[config.mk]
export PLATFORM = sky130hd
export DESIGN_NAME = phy_mac_side
export DESIGN_NICKNAME = d
export VERILOG_FILES = /design/src/pkg/phy_mac_pkg.sv /design/src/hw/pin_sync3.sv /design/src/hw/phy_mac_side.sv
export SDC_FILE = /design/constraint.sdc
export NUM_CORES = 1
export LEC_CHECK = 0
export BUFFER_PORTS_ARGS = -buffer_cell sky130_fd_sc_hd__buf_2
export CORE_ASPECT_RATIO = 1.5
export CORE_MARGIN = 5
export CORE_UTILIZATION = 45
export CTS_CLUSTER_SIZE = 8
export DETAILED_ROUTE_END_ITERATION = 12
export PLACE_DENSITY = 0.77
export SETUP_SLACK_MARGIN = 0.3
export SKIP_CTS_REPAIR_TIMING = 1
export SLEW_MARGIN = 0
export SYNTH_ARGS = -nofsm -noshare
export SYNTH_HDL_FRONTEND = slang
export SYNTH_HIERARCHICAL = 1
export SYNTH_SLANG_ARGS = --single-unit
[constraint.sdc]
create_clock -name I_CLK -period 2.4 [get_ports I_CLK]
set_input_delay 0.6 -clock I_CLK [delete_from_list [all_inputs] [get_ports I_CLK]]
set_output_delay 0.6 -clock I_CLK [all_outputs]
set_load 0.01 [all_outputs]
[src/pkg/phy_mac_pkg.sv]
/*
  constants, types and register map for the mac-side strap and status logic.
  assumes a 10 MHz core clock and an axi4-lite master with 32-bit data.
*/
`default_nettype none

package phy_mac_pkg;

  // ---------------------------------------------------------------
  // bus
  // ---------------------------------------------------------------
  localparam int          ADDR_W          = 8;
  localparam int          DATA_W          = 32;
  localparam logic [7:0]  CTRL_OFFSET     = 8'h00;
  localparam logic [7:0]  STRAP_OFFSET    = 8'h04;
  localparam logic [7:0]  LINE_OFFSET     = 8'h08;
  localparam logic [7:0]  IRQ_STAT_OFFSET = 8'h0c;
  localparam logic [7:0]  IRQ_MASK_OFFSET = 8'h10;
  localparam logic [1:0]  RESP_OKAY       = 2'h0;
  localparam logic [1:0]  RESP_SLVERR     = 2'h2;

  // ---------------------------------------------------------------
  // fields and reset values
  // ---------------------------------------------------------------
  localparam int          CTRL_FULL_DUPLEX_BIT = 0;
  localparam logic [31:0] CTRL_RESET           = 32'h0000_0000;
  localparam int          IRQ_W                = 4;
  localparam int          IRQ_RX_ERR_BIT       = 0;
  localparam int          IRQ_COL_BIT          = 1;
  localparam int          IRQ_CRS_BIT          = 2;
  localparam int          IRQ_STRAP_BIT        = 3;
  localparam logic [3:0]  IRQ_RESET            = 4'h0;
  localparam int          STRAP_MODE_LSB       = 4;
  localparam int          STRAP_LONG_RST_BIT   = 7;

  // ---------------------------------------------------------------
  // timing
  // ---------------------------------------------------------------
  localparam int          CLK_PERIOD_NS        = 100;
  localparam int          RESET_HOLD_MS        = 200;
  localparam int          RESET_HOLD_CYCLES    = (RESET_HOLD_MS * 1000000) / CLK_PERIOD_NS;
  localparam int          RESET_CNT_W          = 21;

  // ---------------------------------------------------------------
  // types
  // ---------------------------------------------------------------
  typedef enum logic [2:0] {
    MODE_MII    = 3'b001,
    MODE_SERIAL = 3'b010,
    MODE_RMII   = 3'b100
  } if_mode_t;

  typedef struct packed {
    logic repeater;
    logic serial;
    logic rmii;
    logic float_out;
  } strap_t;

  localparam strap_t STRAP_RESET = 4'h0;

  typedef struct packed {
    logic crs;
    logic col;
    logic rx_err;
    logic rx_dv;
  } mac_out_t;

  localparam mac_out_t MAC_OUT_RESET = 4'h0;

endpackage

`default_nettype wire

[src/hw/pin_sync3.sv]
/*
  three-stage synchroniser with agreement filter for pin-level inputs.
  assumes the input is a slow level; a change counts when stage two and three agree.
*/
`timescale 1ns/1ps
`default_nettype none

module pin_sync3 #(
  parameter int         WIDTH = 1,
  parameter logic [0:0] INIT  = 1'b0
) (
  input  wire logic             i_clk,
  input  wire logic             i_reset,
  input  wire logic [WIDTH-1:0] i_d,
  output logic      [WIDTH-1:0] o_q
);

  logic [WIDTH-1:0] s1_reg;
  logic [WIDTH-1:0] s2_reg;
  logic [WIDTH-1:0] s3_reg;
  logic [WIDTH-1:0] q_reg;

  // first stage feeds only the second
  always_ff @(posedge i_clk) begin
    if (i_reset) begin
      s1_reg <= {WIDTH{INIT}};
      s2_reg <= {WIDTH{INIT}};
      s3_reg <= {WIDTH{INIT}};
    end else begin
      s1_reg <= i_d;
      s2_reg <= s1_reg;
      s3_reg <= s2_reg;
    end
  end

  // per-bit agreement keeps a one-cycle glitch out
  always_ff @(posedge i_clk) begin
    if (i_reset) begin
      q_reg <= {WIDTH{INIT}};
    end else begin
      q_reg <= (s2_reg & s3_reg) | (q_reg & (s2_reg | s3_reg));
    end
  end

  assign o_q = q_reg;

endmodule

`default_nettype wire

[src/hw/phy_mac_side.sv]
/*
  mac-facing strap capture, receive error, collision and carrier sense logic,
  with an axi4-lite register slave and a level interrupt.
  assumes the phy core drives the medium-side inputs on I_CLK; straps, reset pin
  and the mac transmit pins are asynchronous and are synchronised here.
*/
`timescale 1ns/1ps
`default_nettype none

module phy_mac_side #(
  parameter int RESET_HOLD = phy_mac_pkg::RESET_HOLD_CYCLES
) (
  input  wire logic                      I_CLK,
  input  wire logic                      I_RESET,
  // axi4-lite slave
  input  wire logic                      I_AWVALID,
  output logic                           O_AWREADY,
  input  wire logic [phy_mac_pkg::ADDR_W-1:0] I_AWADDR,
  input  wire logic                      I_WVALID,
  output logic                           O_WREADY,
  input  wire logic [phy_mac_pkg::DATA_W-1:0] I_WDATA,
  input  wire logic [3:0]                I_WSTRB,
  output logic                           O_BVALID,
  input  wire logic                      I_BREADY,
  output logic [1:0]                     O_BRESP,
  input  wire logic                      I_ARVALID,
  output logic                           O_ARREADY,
  input  wire logic [phy_mac_pkg::ADDR_W-1:0] I_ARADDR,
  output logic                           O_RVALID,
  input  wire logic                      I_RREADY,
  output logic [phy_mac_pkg::DATA_W-1:0] O_RDATA,
  output logic [1:0]                     O_RRESP,
  output logic                           O_IRQ,
  // reset pin and straps
  input  wire logic                      I_RESET_N_PIN,
  input  wire logic                      I_MAC_SIDE_FLOAT_STRAP,
  input  wire logic                      I_SERIAL_10M_MODE_STRAP,
  input  wire logic                      I_RMII_STRAP,
  input  wire logic                      I_REPEATER_STRAP,
  // mac transmit pins and their gated copies to the core
  input  wire logic [3:0]                I_TXD,
  input  wire logic                      I_TX_EN,
  input  wire logic                      I_TX_ER,
  output logic [3:0]                     O_TXD,
  output logic                           O_TX_EN,
  output logic                           O_TX_ER,
  // medium side, from the phy core
  input  wire logic                      I_RX_MEDIUM_ACTIVE,
  input  wire logic                      I_RX_DATA_VALID,
  input  wire logic                      I_RX_ERROR_DETECT,
  input  wire logic                      I_CARRIER_PRESENT,
  input  wire logic                      I_COLLISION_PRESENT,
  // mac-side outputs with enables
  output logic                           O_RX_DV,
  output logic                           O_RX_DV_OE,
  output logic                           O_RECEIVE_ERROR_OUT,
  output logic                           O_RECEIVE_ERROR_OUT_OE,
  output logic                           O_COL,
  output logic                           O_COL_OE,
  output logic                           O_CRS,
  output logic                           O_CRS_OE
);

  import phy_mac_pkg::*;

  // ---------------------------------------------------------------
  // pin synchronisers
  // ---------------------------------------------------------------
  logic         rst_pin_n;
  strap_t       strap_pin;
  logic [5:0]   tx_pin;

  pin_sync3 #(.WIDTH(1), .INIT(1'b0)) u_rst_sync (
    .i_clk   (I_CLK),
    .i_reset (I_RESET),
    .i_d     (I_RESET_N_PIN),
    .o_q     (rst_pin_n)
  );

  pin_sync3 #(.WIDTH(4), .INIT(1'b0)) u_strap_sync (
    .i_clk   (I_CLK),
    .i_reset (I_RESET),
    .i_d     ({I_REPEATER_STRAP, I_SERIAL_10M_MODE_STRAP, I_RMII_STRAP,
               I_MAC_SIDE_FLOAT_STRAP}),
    .o_q     (strap_pin)
  );

  pin_sync3 #(.WIDTH(6), .INIT(1'b0)) u_tx_sync (
    .i_clk   (I_CLK),
    .i_reset (I_RESET),
    .i_d     ({I_TX_ER, I_TX_EN, I_TXD}),
    .o_q     (tx_pin)
  );

  // ---------------------------------------------------------------
  // device reset and strap capture
  // ---------------------------------------------------------------
  logic                   in_reset;
  logic                   in_reset_reg;
  strap_t                 strap_reg;
  if_mode_t               mode;
  logic [RESET_CNT_W-1:0] rst_cnt_reg;
  logic                   long_rst_reg;

  assign in_reset = I_RESET | ~rst_pin_n;

  always_ff @(posedge I_CLK) begin
    if (I_RESET) begin
      in_reset_reg <= 1'b1;
    end else begin
      in_reset_reg <= in_reset;
    end
  end

  // straps follow the pins only while the pin reset is low
  always_ff @(posedge I_CLK) begin
    if (I_RESET) begin
      strap_reg <= STRAP_RESET;
    end else if (!rst_pin_n) begin
      strap_reg <= strap_pin;
    end
  end

  // reports whether the last pin reset lasted long enough
  always_ff @(posedge I_CLK) begin
    if (I_RESET) begin
      rst_cnt_reg  <= '0;
      long_rst_reg <= 1'b0;
    end else if (!rst_pin_n) begin
      if (rst_cnt_reg < RESET_CNT_W'(RESET_HOLD)) begin
        rst_cnt_reg <= rst_cnt_reg + 1'b1;
      end
      long_rst_reg <= (rst_cnt_reg >= RESET_CNT_W'(RESET_HOLD - 1));
    end else begin
      rst_cnt_reg <= '0;
    end
  end

  always_comb begin
    if (strap_reg.rmii) begin
      mode = MODE_RMII;
    end else if (strap_reg.serial) begin
      mode = MODE_SERIAL;
    end else begin
      mode = MODE_MII;
    end
  end

  // ---------------------------------------------------------------
  // transmit input gating
  // ---------------------------------------------------------------
  logic       tx_en_live;
  logic [3:0] txd_reg;
  logic       tx_en_reg;
  logic       tx_er_reg;

  assign tx_en_live = tx_pin[4] & ~strap_reg.float_out;

  always_ff @(posedge I_CLK) begin
    if (in_reset || strap_reg.float_out) begin
      txd_reg   <= 4'h0;
      tx_en_reg <= 1'b0;
      tx_er_reg <= 1'b0;
    end else begin
      txd_reg   <= tx_pin[3:0];
      tx_en_reg <= tx_pin[4];
      tx_er_reg <= tx_pin[5];
    end
  end

  // ---------------------------------------------------------------
  // mac-side status outputs
  // ---------------------------------------------------------------
  logic       full_duplex;
  mac_out_t   out_reg;
  mac_out_t   out_next;
  logic       err_hold_reg;
  logic       dv_now;
  logic       out_en;
  logic [31:0] ctrl_reg;

  assign full_duplex = ctrl_reg[CTRL_FULL_DUPLEX_BIT];

  always_comb begin
    unique case (mode)
      MODE_MII:    dv_now = I_RX_DATA_VALID;
      MODE_RMII:   dv_now = I_RX_MEDIUM_ACTIVE;
      MODE_SERIAL: dv_now = 1'b0;
    endcase
  end

  // sticky error: set only while data valid is high, released when it drops
  always_ff @(posedge I_CLK) begin
    if (in_reset) begin
      err_hold_reg <= 1'b0;
    end else if (mode == MODE_SERIAL) begin
      err_hold_reg <= 1'b0;
    end else if (I_RX_ERROR_DETECT && dv_now) begin
      err_hold_reg <= 1'b1;
    end else if (!dv_now) begin
      err_hold_reg <= 1'b0;
    end
  end

  always_comb begin
    out_next        = MAC_OUT_RESET;
    out_next.rx_dv  = dv_now;
    out_next.rx_err = dv_now & (err_hold_reg | I_RX_ERROR_DETECT) & (mode != MODE_SERIAL);
    if (mode != MODE_RMII && !full_duplex) begin
      out_next.col = I_COLLISION_PRESENT;
      out_next.crs = I_CARRIER_PRESENT | (tx_en_live & ~strap_reg.repeater);
    end else if (mode != MODE_RMII) begin
      out_next.col = 1'b0;
      out_next.crs = I_CARRIER_PRESENT;
    end
  end

  // carrier is retimed to the core clock only, never to a receive clock
  always_ff @(posedge I_CLK) begin
    if (in_reset || strap_reg.float_out) begin
      out_reg <= MAC_OUT_RESET;
    end else begin
      out_reg <= out_next;
    end
  end

  assign out_en                 = ~in_reset_reg & ~strap_reg.float_out;
  assign O_RX_DV                = out_reg.rx_dv;
  assign O_RX_DV_OE             = out_en;
  assign O_RECEIVE_ERROR_OUT    = out_reg.rx_err;
  assign O_RECEIVE_ERROR_OUT_OE = out_en & (mode != MODE_SERIAL);
  assign O_COL                  = out_reg.col;
  assign O_COL_OE               = out_en & (mode != MODE_RMII);
  assign O_CRS                  = out_reg.crs;
  assign O_CRS_OE               = out_en & (mode != MODE_RMII);
  assign O_TXD                  = txd_reg;
  assign O_TX_EN                = tx_en_reg;
  assign O_TX_ER                = tx_er_reg;

  // ---------------------------------------------------------------
  // interrupt status and mask
  // ---------------------------------------------------------------
  logic [IRQ_W-1:0] irq_stat_reg;
  logic [IRQ_W-1:0] irq_mask_reg;
  logic [IRQ_W-1:0] irq_event;
  logic [IRQ_W-1:0] irq_clear;
  mac_out_t         out_prev_reg;

  always_ff @(posedge I_CLK) begin
    if (in_reset) begin
      out_prev_reg <= MAC_OUT_RESET;
    end else begin
      out_prev_reg <= out_reg;
    end
  end

  always_comb begin
    irq_event                 = '0;
    irq_event[IRQ_RX_ERR_BIT] = out_reg.rx_err & ~out_prev_reg.rx_err;
    irq_event[IRQ_COL_BIT]    = out_reg.col & ~out_prev_reg.col;
    irq_event[IRQ_CRS_BIT]    = out_reg.crs & ~out_prev_reg.crs;
    irq_event[IRQ_STRAP_BIT]  = in_reset_reg & ~in_reset;
  end

  // ---------------------------------------------------------------
  // axi4-lite write channel
  // ---------------------------------------------------------------
  logic                aw_full_reg;
  logic [ADDR_W-1:0]   aw_addr_reg;
  logic                w_full_reg;
  logic [DATA_W-1:0]   w_data_reg;
  logic [3:0]          w_strb_reg;
  logic                bvalid_reg;
  logic [1:0]          bresp_reg;
  logic                do_write;
  logic [DATA_W-1:0]   w_mask;

  assign O_AWREADY = ~aw_full_reg;
  assign O_WREADY  = ~w_full_reg;
  assign do_write  = aw_full_reg & w_full_reg & ~bvalid_reg;
  assign w_mask    = {{8{w_strb_reg[3]}}, {8{w_strb_reg[2]}},
                      {8{w_strb_reg[1]}}, {8{w_strb_reg[0]}}};
  assign irq_clear = (do_write && aw_addr_reg == IRQ_STAT_OFFSET)
                     ? (w_data_reg[IRQ_W-1:0] & w_mask[IRQ_W-1:0]) : '0;

  // address and data are taken in either order and held until the write
  always_ff @(posedge I_CLK) begin
    if (I_RESET) begin
      aw_full_reg <= 1'b0;
      aw_addr_reg <= '0;
    end else if (I_AWVALID && !aw_full_reg) begin
      aw_full_reg <= 1'b1;
      aw_addr_reg <= I_AWADDR;
    end else if (do_write) begin
      aw_full_reg <= 1'b0;
    end
  end

  always_ff @(posedge I_CLK) begin
    if (I_RESET) begin
      w_full_reg <= 1'b0;
      w_data_reg <= '0;
      w_strb_reg <= 4'h0;
    end else if (I_WVALID && !w_full_reg) begin
      w_full_reg <= 1'b1;
      w_data_reg <= I_WDATA;
      w_strb_reg <= I_WSTRB;
    end else if (do_write) begin
      w_full_reg <= 1'b0;
    end
  end

  always_ff @(posedge I_CLK) begin
    if (I_RESET) begin
      bvalid_reg <= 1'b0;
      bresp_reg  <= RESP_OKAY;
    end else if (do_write) begin
      bvalid_reg <= 1'b1;
      unique case (aw_addr_reg)
        CTRL_OFFSET, STRAP_OFFSET, LINE_OFFSET,
        IRQ_STAT_OFFSET, IRQ_MASK_OFFSET: bresp_reg <= RESP_OKAY;
        default: bresp_reg <= RESP_SLVERR;
      endcase
    end else if (I_BREADY) begin
      bvalid_reg <= 1'b0;
    end
  end

  always_ff @(posedge I_CLK) begin
    if (I_RESET) begin
      ctrl_reg <= CTRL_RESET;
    end else if (do_write && aw_addr_reg == CTRL_OFFSET) begin
      ctrl_reg <= (ctrl_reg & ~w_mask) | (w_data_reg & w_mask & 32'h0000_0001);
    end
  end

  always_ff @(posedge I_CLK) begin
    if (I_RESET) begin
      irq_mask_reg <= IRQ_RESET;
    end else if (do_write && aw_addr_reg == IRQ_MASK_OFFSET) begin
      irq_mask_reg <= (irq_mask_reg & ~w_mask[IRQ_W-1:0])
                    | (w_data_reg[IRQ_W-1:0] & w_mask[IRQ_W-1:0]);
    end
  end

  // an event in the clearing cycle survives the clear
  always_ff @(posedge I_CLK) begin
    if (I_RESET) begin
      irq_stat_reg <= IRQ_RESET;
    end else begin
      irq_stat_reg <= (irq_stat_reg & ~irq_clear) | irq_event;
    end
  end

  assign O_BVALID = bvalid_reg;
  assign O_BRESP  = bresp_reg;
  assign O_IRQ    = |(irq_stat_reg & irq_mask_reg);

  // ---------------------------------------------------------------
  // axi4-lite read channel
  // ---------------------------------------------------------------
  logic              rvalid_reg;
  logic [DATA_W-1:0] rdata_reg;
  logic [1:0]        rresp_reg;

  assign O_ARREADY = ~rvalid_reg;

  always_ff @(posedge I_CLK) begin
    if (I_RESET) begin
      rvalid_reg <= 1'b0;
      rdata_reg  <= '0;
      rresp_reg  <= RESP_OKAY;
    end else if (I_ARVALID && !rvalid_reg) begin
      rvalid_reg <= 1'b1;
      rresp_reg  <= RESP_OKAY;
      rdata_reg  <= '0;
      unique case (I_ARADDR)
        CTRL_OFFSET:     rdata_reg <= ctrl_reg;
        STRAP_OFFSET: begin
          rdata_reg[3:0]                           <= strap_reg;
          rdata_reg[STRAP_MODE_LSB+2:STRAP_MODE_LSB] <= mode;
          rdata_reg[STRAP_LONG_RST_BIT]            <= long_rst_reg;
        end
        LINE_OFFSET:     rdata_reg[4:0] <= {in_reset_reg, out_reg};
        IRQ_STAT_OFFSET: rdata_reg[IRQ_W-1:0] <= irq_stat_reg;
        IRQ_MASK_OFFSET: rdata_reg[IRQ_W-1:0] <= irq_mask_reg;
        default:         rresp_reg <= RESP_SLVERR;
      endcase
    end else if (I_RREADY) begin
      rvalid_reg <= 1'b0;
    end
  end

  assign O_RVALID = rvalid_reg;
  assign O_RDATA  = rdata_reg;
  assign O_RRESP  = rresp_reg;

endmodule

`default_nettype wire

==> results.md, run 1 <==
- Final Hold Vio Count: 0
- Die area: 0.0173 mm²
- I/O Buffers: 100
- Flip-flop count of the largest register, all copies and words added: 32
- End-of-flow core utilization: 0.543
- Root Buffer Master: clkbuf_16
- RePlAce Congestion: 0.788
- Category of the worst setup path capture point: flop
- Post-synthesis sequential area ratio: 0.542
- Number of H-tree levels: 4
- CTS Buf Count: 17
- Maximum achievable frequency: 0.497 GHz
- Fraction of post-synthesis cell area in the top cell type by area: 0.542
- Detail-routed via count per cell: 5.24
- Clock slew at reported path FFs: 0.07 ns
- Vias in the first global route: 4801
- Total iterations of the first detailed-routing run: 5
- Maximum count of clock buffers along a single path: 2
- Flop2flop setup slack: 0.39 ns
- DIE WIDTH: 109 µm
- Arrival time reported for the critical path endpoint: 2.32 ns
- Maximum resistive drop on vdd: 0.487 mV
- WHS Endpoint: u_tx_sync/s1_reg[5]$_SDFF_PP0_
- Tot GR Track Use: 0.168
- Data required time of the critical path: 2.71 ns
- Minimum clock period after layout: 2.01 ns
- Worst R2R End: ctrl_reg[10]$_SDFFE_PP0P_
- FF-to-FF path depth: 4
- Leakage power: 3.13 nW
- Origin of the worst min-delay path: I_TX_ER
- Pwr per Cell Area: 785 mW/mm²
- Max capacitance violation total: 0
- Detailed-route wire length per cell: 14.8 µm
- Nets: 828
- Rows: 54
- Area contributors post-synth: dfxtp_1 54%, mux2i_1 4.5%, nor2_1 4.0%
- Worst Max-Slew Pin Slew: 0.751 ns
- Synth Instances: 665
- Skew final: 0.0110 ns
- Run status: finished, final reports clean
- Top cell types by occurrence after synthesis: 179 x dfxtp_1, 71 x nor2_1, 45 x a21oi_1
- Flip-flop cell with the highest count after synthesis: dfxtp_1
- Number of placed instances, taps included: 929
- Largest net degree at the start of global routing: 75
- Clock insertion delay at the later pin of the skew report: 0.42 ns
- Most instantiated library cell after synthesis: dfxtp_1
- HPWL after detailed placement: 9900 µm
- Final setup violating endpoints: 0
- Cell count of the worst hold path: 2
- Total number of vias: 5051
- Number of DRC markers in iteration 0: 175
- Ys async rst share: 0
- Proportion of layout cells with a drive suffix above 1: 0.233
- Syn Std Cell Area: 0.00661 mm²
- Critical path launch point type: flop
- Start-to-end type of the worst setup path: flop to flop
- Cell type with the largest total area after synthesis: dfxtp_1
- Top fanout value on the critical path: 8
- Count of flip-flops with a built-in enable after synthesis: 0
- Max-slew violation count: 0
- Area added between synthesis and finish: 19.2%
- Worst r2r src: aw_addr_reg[1]$_SDFFE_PP0P_
- Remaining antenna violation count: 0
- Share of the cycle needed by the critical path after routing: 0.838
- Number of ports placed on the die boundary: 131
- Number of standard cells in the final layout excluding fillers: 964
- Post-synthesis cell type count: 61
- Core ar.: 0.0145 mm²
- Global-route wire length before repair: 23100 µm
- Synthesis warning total: 6
- Chip Height: 158 µm
- Final routed wirelength across all metal layers: 14300 µm
- Clock sink count: 179
- Post-Route Setup TNS: 0 ns
- Initial antenna violation count: 1
- Final WS setup: 0.389 ns
- Flops & latches, synth: 179
- CTS tree: yes
- Initial Util: 0.455
- Setup repair after global routing missed its margin: yes
- Total global routing overflow: 0
- Worst hold path class: input pin to flop
- Pre-CTS setup slack: 0.194 ns
- Remaining routing DRC violations: 0
- Worst slew margin: 0.499
- Avg Inst Size Synth: 9.94 µm²
[metrics by stage]
step / power (mW) / instance area [µm²] / hold WS, ns
2_1_floorplan: 3.29 / 6610 / 0.411
3_3_place_gp: 3.38 / 7230 / 0.415
3_5_place_dp: 3.39 / 7230 / 0.423
4_1_cts: 6.24 / 7850 / 0.371
5_1_grt: 6.41 / 7880 / 0.375
6_report: 6.19 / 7880 / 0.388
[worst max-delay path by stage]
stage                                      end                         from  slack, ns  cells past startpoint
global placement      O_RDATA[13]$_SDFFE_PP0P_                  I_ARADDR[0]       0.24                      6
global route        irq_stat_reg[3]$_SDFF_PP0_  aw_addr_reg[1]$_SDFFE_PP0P_       0.27                      4
detailed placement    O_RDATA[12]$_SDFFE_PP0P_                  I_ARADDR[0]       0.19                      6
CTS                     O_RECEIVE_ERROR_OUT_OE    strap_reg[1]$_SDFFE_PP0N_       0.21                      3
finish               ctrl_reg[10]$_SDFFE_PP0P_  aw_addr_reg[1]$_SDFFE_PP0P_       0.39                      4
floorplan             O_RDATA[24]$_SDFFE_PP0P_                  I_ARADDR[0]       0.32                      5
[final cells by class]
class | instances | area (µm²)
fillers | 1274 | 6650
flip-flops and latches | 179 | 3580
multi-input cells | 430 | 2770
repair buffers | 111 | 611
clock buffers | 20 | 447
well taps | 196 | 245
clock inverters | 12 | 170
inverters | 13 | 48.8
diodes | 3 | 7.51
[power by group]
group          switching (mW)  total, mW  leakage (nW)  internal, mW
logic                   0.156      0.270          1.39         0.115
clock network            1.17       2.86         0.291          1.69
registers              0.0363       3.06          1.45          3.02
[cell families (layout without fill, tap and decap cells)]
kind of cell,after synthesis,count (layout),share of synthesized area
other,1,5,0.000567
adder cells (fa/ha/maj),1,1,0.00189
buffers and inverters,57,156,0.0435
flip-flops,179,179,0.542
AND/OR/NAND/NOR,260,260,0.229
XOR/XNOR,1,1,0.00133
AO/OA/AOI/OAI,133,133,0.131
multiplexers,33,33,0.0505
[worst max-delay path: stages (launching register included)]
cell and delay, ns:
dfxtp_1 0.30, or4_1 0.63, nor4b_4 0.41, a31oi_1 0.30, and2_1 0.26
[routing by layer]
| metal | GRT usage | part of all wire | vias to the layer above |
|---|---|---|---|
| met3 | 0.0454 | 0.056 | 15 |
| met1 | 0.200 | 0.41 | 2401 |
| li1 | - | - | 2526 |
| met5 | 0 | 0 | - |
| met2 | 0.285 | 0.52 | 109 |
| met4 | 0.0692 | 0.017 | 0 |
[layout by cell type (no fill, tap or decap), types with 19 or more instances in the layout]
cell type / count
dfxtp_1: 178
buf_2: 99
nor2_1: 71
a21oi_1: 45
and2_1: 33
mux2i_1: 30
nand2_1: 26
a32oi_1: 24
o21ai_0: 21
nor2b_1: 19
Note: power is estimated with default switching activity, not from simulation.
==> inputs of run 2 (changes only) <==
- PLACE_DENSITY: 0.77 -> 0.8
- clock period: 2.4 -> 1.8 ns (I/O delays scaled with it)
==> run 2 against run 1 <==
Compared with the run above: critical path depth grew 2; sequential power is 32% higher; the flow now finishes with violations (negative setup slack); largest power group unchanged; clock power rose by 28%.
==> results.md, run 2 (synthesis results as in run 1) <==
- Die area: 0.0173 mm² (unchanged)
- Setup repair after global routing missed its margin: yes
- Internal Dissipation: 6.18 mW (+28%)
- Highest routed layer: met4
- Clock sink count: 179 (unchanged)
- Total number of vias: 5419 (+7.3%)
- Number of ports placed on the die boundary: 131 (unchanged)
- Part of the total power dissipated in the clock network: 0.450 (-0.012)
- CTS Buf Count: 17 (unchanged)
- Maximum single-stage delay on the critical path: 0.51 ns (-0.12 ns)
- Leakage power: 3.54 nW (+13%)
- Run status: complete, but fails checks
- Number of DRC markers in iteration 0: 297 (+70%)
- Max capacitance violation total: 0 (unchanged)
- Worst path cell trace: buf_6 > o31ai_4 > a311oi_4 > buf_12 > or4_4 > a21oi_2
- Number of H-tree levels: 4 (unchanged)
- FF+latch area: 0.00364 mm² (+1.6%)
- Multi-input logic area: 0.00311 mm² (+12%)
- Largest net degree at the start of global routing: 53 (-29%)
- Root Buffer Master: clkbuf_16
- Pwr per Cell Area: 926 mW/mm² (+18%)
- Clock slew at reported path FFs: 0.07 ns (about the same)
- Initial antenna violation count: 0 (-1)
- HPWL after detailed placement: 10500 µm (+5.7%)
- RePlAce Congestion: 0.805 (+2.1%)
- Number of buffer and inverter instances along the worst setup path: 2 (+2)
- Worst Max-Slew Pin Slew: 0.850 ns (+0.0994 ns)
- Proportion of layout cells with a drive suffix above 1: 0.377 (+0.144)
- Nets: 886 (+7.0%)
- Met2 wire len: 8720 µm (+17%)
- Maximum achievable frequency: 0.537 GHz (+8.0%)
- Max-slew violation count: 0 (unchanged)
- Maximum resistive drop on vdd: 0.701 mV (+44%)
- Slowest-stage cell, CP: or4_4
- Most common library cell in the layout ignoring fill and taps: dfxtp_1
- Final setup violating endpoints: 6 (+6)
- N_diodes: 0 (-3)
- Kind of cell with the highest combined delay on the critical path: compound AO/OA/AOI/OAI gates
- Worst slew margin: 0.433 (-0.0663)
- Initial Util: 0.455 (unchanged)
- Core ar.: 0.0145 mm² (unchanged)
- Tot GR Track Use: 0.177 (+0.00925)
- Share of the cycle needed by the critical path after routing: 1.03 (+0.196)
- Total global routing overflow: 0 (unchanged)
- Reg power frac: 0.497 (+0.003)
- Proportion of total power due to net switching: 0.242 (+0.0226)
- DR WL met3: 771 µm (-4.3%)
- Global-route wire length before repair: 24400 µm (+6.0%)
- Critical path launch point type: flop
- FILL cells: 1157 (-9.2%)
- Start-to-end type of the worst setup path: flop to flop
- Final WS setup: -0.0617 ns (-0.451 ns)
- Data required time of the critical path: 2.15 ns (-0.56 ns)
- Routed metal-1 wirelength: 6750 µm (+16%)
- Detailed-route wire length per cell: 16.3 µm (+9.8%)
- Skew final: 0.00985 ns (-0.00119 ns)
- Power, Total: 8.15 mW (+32%)
- Total iterations of the first detailed-routing run: 5 (unchanged)
- Arrival time reported for the critical path endpoint: 2.21 ns (-0.11 ns)
- Remaining routing DRC violations: 0 (unchanged)
- Final hold slack: 0.228 ns (-0.159 ns)
- Detail-routed via count per cell: 5.32 (+1.6%)
- Number of placed instances, taps included: 964 (+3.8%)
- I/O Buffers: 100 (unchanged)
- Vias in the first global route: 5126 (+6.8%)
- DIE WIDTH: 109 µm (unchanged)
- Remaining antenna violation count: 0 (unchanged)
- Maximum count of clock buffers along a single path: 2 (unchanged)
- Failing checks: negative setup slack
- Commonest cells after routing, fill and taps aside: 153 x dfxtp_1, 97 x buf_2, 70 x nor2_1
- Post-Route Setup TNS: -0.230 ns (-0.230 ns)
- Minimum clock period after layout: 1.86 ns (-0.149 ns)
- Category of the worst setup path capture point: flop
- Rows: 54 (unchanged)
- Clock insertion delay at the later pin of the skew report: 0.43 ns (about the same)
- Final routed wirelength across all metal layers: 16600 µm (+16%)
- Flip-flop count of the largest register, all copies and words added: 32 (unchanged)
- Area added between synthesis and finish: 33.3%
- Top fanout value on the critical path: 8 (unchanged)
- Final Hold Vio Count: 0 (unchanged)
- End-of-flow core utilization: 0.606 (+0.0638)
- CTS tree: yes
- Chip Height: 158 µm (unchanged)
- Number of standard cells in the final layout excluding fillers: 1018 (+5.6%)
- Worst hold path class: input pin to flop
- Net load switching power: 1.98 mW (+45%)
- Combinational power share: 0.053 (+0.009)
==> run 2: final cells by class <==
cell class,count,area share
Clock buffer,17,0.0483
Clock inverter,14,0.0189
Inverter,13,0.00568
Multi-Input combinational cell,430,0.353
Sequential cell,179,0.413
Tap cell,196,0.0278
Timing Repair Buffer,169,0.133
==> run 2: power by group through the flow <==
stage	Sequential (mW)	Combinational, mW	Clock (mW)
after detailed placement	4.16	0.412	0
after floorplan	4.15	0.254	0
after global placement	4.15	0.404	0
final	4.05	0.433	3.67
after global routing	4.06	0.480	3.92
after CTS	4.06	0.414	3.73
==> run 2: worst paths after layout <==
kind,start,end,slack [ns],cells after the start
max,rst_cnt_reg[7]$_SDFFE_PP0N_,rst_cnt_reg[14]$_SDFFE_PP0N_,-0.06,6
min,I_TXD[1],u_tx_sync/s1_reg[1]$_SDFF_PP0_,0.23,2
max reg2reg,rst_cnt_reg[7]$_SDFFE_PP0N_,rst_cnt_reg[14]$_SDFFE_PP0N_,-0.06,6
min reg2reg,u_tx_sync/s1_reg[2]$_SDFF_PP0_,u_tx_sync/s2_reg[2]$_SDFF_PP0_,0.44,1
==> run 2: stage by stage <==
step	setup WS, ns	instance area [µm²]
floorplan	-0.0995	6820
global placement	-0.158	7650
detailed placement	-0.200	7650
CTS	-0.110	8250
global route	-0.104	8810
finish	-0.0617	8810
==> run 2: per-layer routing <==
metal  vias up  track usage
met5         -            0
met4         0       0.0650
met3        21       0.0365
met2       148        0.306
met1      2613        0.217
li1       2637            -
==> inputs of run 3 (changes only) <==
- BUFFER_PORTS_ARGS: -buffer_cell sky130_fd_sc_hd__buf_2 -> default
- DONT_BUFFER_PORTS: default -> 1
- PLACE_DENSITY: 0.8 -> 0.72
- SKIP_CTS_REPAIR_TIMING: 1 -> default
==> run 3 against run 2 <==
Compared with the run above: the flow still finishes with violations (negative setup slack); wire length shrank 2.7%; register-to-register slack got worse by 0.07 ns; total power fell by 3.5%; final area decreased by 6.3%; non-clock buffer count down 103; clock skew is 0.0023 ns higher.
==> results.md, run 3 (synthesis results as in run 1) <==
- Maximum count of clock buffers along a single path: 2 (unchanged)
- Initial Util: 0.455 (unchanged)
- Area added between synthesis and finish: 24.9%
- Share of the cycle needed by the critical path after routing: 1.07 (+0.0372)
- Nets: 783 (-12%)
- Worst r2r src: rst_cnt_reg[8]$_SDFFE_PP0N_
- Core ar.: 0.0145 mm² (unchanged)
- Total global routing overflow: 0 (unchanged)
- CTS tree: yes
- Top fanout value on the critical path: 7 (-1)
- Final routed wirelength across all metal layers: 16100 µm (-2.7%)
- Worst Max-Slew Pin Slew: 0.807 ns (-0.0428 ns)
- Number of H-tree levels: 4 (unchanged)
- Met3 Track Usage GR: 0.0499 (+0.0134)
- Total number of vias: 5096 (-6.0%)
- I/O Buffers: 0 (-100%)
- Worst R2R End: rst_cnt_reg[13]$_SDFFE_PP0N_
- Maximum resistive drop on vdd: 0.762 mV (+8.7%)
- Final Hold Vio Count: 0 (unchanged)
- Area post-placement: 0.00707 mm² (-7.7%)
- Flop2flop setup slack: -0.13 ns (-0.07 ns)
- Most common library cell in the layout ignoring fill and taps: dfxtp_1
- Root Buffer Master: clkbuf_16
- Skew final: 0.0122 ns (+0.00235 ns)
- Largest net degree at the start of global routing: 131 (+150%)
- DIE WIDTH: 109 µm (unchanged)
- Worst hold path class: input pin to flop
- Global-route wire length before repair: 24900 µm (+1.9%)
- Commonest cells after routing, fill and taps aside: 150 x dfxtp_1, 70 x nor2_1, 47 x buf_4
- Final hold slack: 0.0948 ns (-0.134 ns)
- Proportion of layout cells with a drive suffix above 1: 0.308 (-0.0688)
- Power, Total: 7.86 mW (-3.5%)
- WHS Endpoint: u_tx_sync/s3_reg[1]$_SDFF_PP0_
- Setup repair after global routing missed its margin: yes
- Arrival time reported for the critical path endpoint: 2.22 ns (about the same)
- End-of-flow core utilization: 0.568 (-0.0382)
- Final setup violating endpoints: 3 (-3)
- Run status: complete, but fails checks
- FF-to-FF path depth: 8 (+2)
- Detailed-route wire length per cell: 17.6 µm (+8.2%)
- N_diodes: 0 (unchanged)
- HPWL after detailed placement: 10400 µm (-1.1%)
- Pwr per Cell Area: 953 mW/mm² (+2.9%)
- Rows: 54 (unchanged)
- RePlAce Congestion: 0.831 (+3.2%)
- Cell count of the worst hold path: 1 (-1)
- Number of standard cells in the final layout excluding fillers: 916 (-10%)
- Max-slew violation count: 0 (unchanged)
- Minimum clock period after layout: 1.93 ns (+0.0669 ns)
- Chip Height: 158 µm (unchanged)
- Data required time of the critical path: 2.09 ns (-0.06 ns)
- Met2 usage in global routing: 0.328 (+0.0220)
- Pre-CTS setup slack: -0.140 ns (+0.0609 ns)
- Post-Route Setup TNS: -0.185 ns (+0.0450 ns)
- Number of placed instances, taps included: 853 (-12%)
- Remaining antenna violation count: 0 (unchanged)
- Die area: 0.0173 mm² (unchanged)
- Number of DRC markers in iteration 0: 318 (+7.1%)
- Detail-routed via count per cell: 5.56 (+4.5%)
- Flip-flop count of the largest register, all copies and words added: 32 (unchanged)
- Total iterations of the first detailed-routing run: 5 (unchanged)
- Vias in the first global route: 5161 (+0.68%)
- Remaining routing DRC violations: 0 (unchanged)
- Tot GR Track Use: 0.182 (+0.00445)
- Failing checks: negative setup slack
- Critical path launch point type: flop
- Clock insertion delay at the later pin of the skew report: 0.42 ns (about the same)
- Leakage power: 3.02 nW (-15%)
- Layout Cell Area excl Fill: 0.00825 mm² (-6.3%)
- Worst slew margin: 0.461 (+0.0285)
- GR Layer Usage met1: 0.201 (-0.0161)
- CTS Buf Count: 17 (unchanged)
- Origin of the worst min-delay path: I_RESET
- Clock slew at reported path FFs: 0.07 ns (about the same)
- Number of ports placed on the die boundary: 131 (unchanged)
- Peak-usage layer in the global routing report: met2
- Start-to-end type of the worst setup path: flop to flop
- Clock sink count: 179 (unchanged)
- Hold-fix buffer count after cts: 0
- Max capacitance violation total: 0 (unchanged)
- Final WS setup: -0.129 ns (-0.0669 ns)
- Maximum achievable frequency: 0.518 GHz (-3.5%)
- Category of the worst setup path capture point: flop
- Initial antenna violation count: 0 (unchanged)
-- run 3: layout make-up --
type / instances / area (µm²)
Sequential cell: 179 / 3650
Multi-Input combinational cell: 430 / 3160
Clock inverter: 14 / 136
Inverter: 13 / 50.0
Clock buffer: 18 / 429
Fill cell: 1194 / 6270
Tap cell: 196 / 245
Timing Repair Buffer: 66 / 584
-- run 3: how the worst max path moves through the flow --
stage | cells past startpoint | start | endpoint
2_1_floorplan | 5 | I_ARADDR[0] | O_RDATA[24]$_SDFFE_PP0P_
3_3_place_gp | 5 | I_ARADDR[0] | O_RDATA[14]$_SDFFE_PP0P_
3_5_place_dp | 5 | I_ARADDR[0] | O_RDATA[18]$_SDFFE_PP0P_
4_1_cts | 8 | rst_cnt_reg[7]$_SDFFE_PP0N_ | rst_cnt_reg[2]$_SDFFE_PP0N_
5_1_grt | 8 | rst_cnt_reg[8]$_SDFFE_PP0N_ | rst_cnt_reg[13]$_SDFFE_PP0N_
6_report | 8 | rst_cnt_reg[8]$_SDFFE_PP0N_ | rst_cnt_reg[13]$_SDFFE_PP0N_
-- run 3: timing repair --
action	in CTS	in global routing
pin swaps	15	15
cloned	0	1
setup endpoints to repair	68	76
setup buffers	17	13
gates resized for setup	49	59
-- run 3: where the power goes --
| part | total [mW] | switching [mW] | internal, mW |
|---|---|---|---|
| logic | 0.296 | 0.162 | 0.133 |
| registers | 4.06 | 0.0438 | 4.01 |
| clock network | 3.51 | 1.68 | 1.84 |
| total | 7.86 | 1.88 | 5.98 |
-- run 3: worst max-delay path, cell delays in order, from the launching register on --
cell and delay (ns):
dfxtp_2 0.33, buf_6 0.12, o31ai_4 0.27, a311oi_4 0.17
buf_12 0.18, buf_8 0.13, buf_6 0.12, o31ai_1 0.34
a21oi_1 0.15
-- run 3: per-layer routing --
layer / wire length, µm / part of all wire
met1: 6070 / 0.38
met2: 8550 / 0.53
met3: 1060 / 0.066
met4: 443 / 0.027
met5: 0 / 0
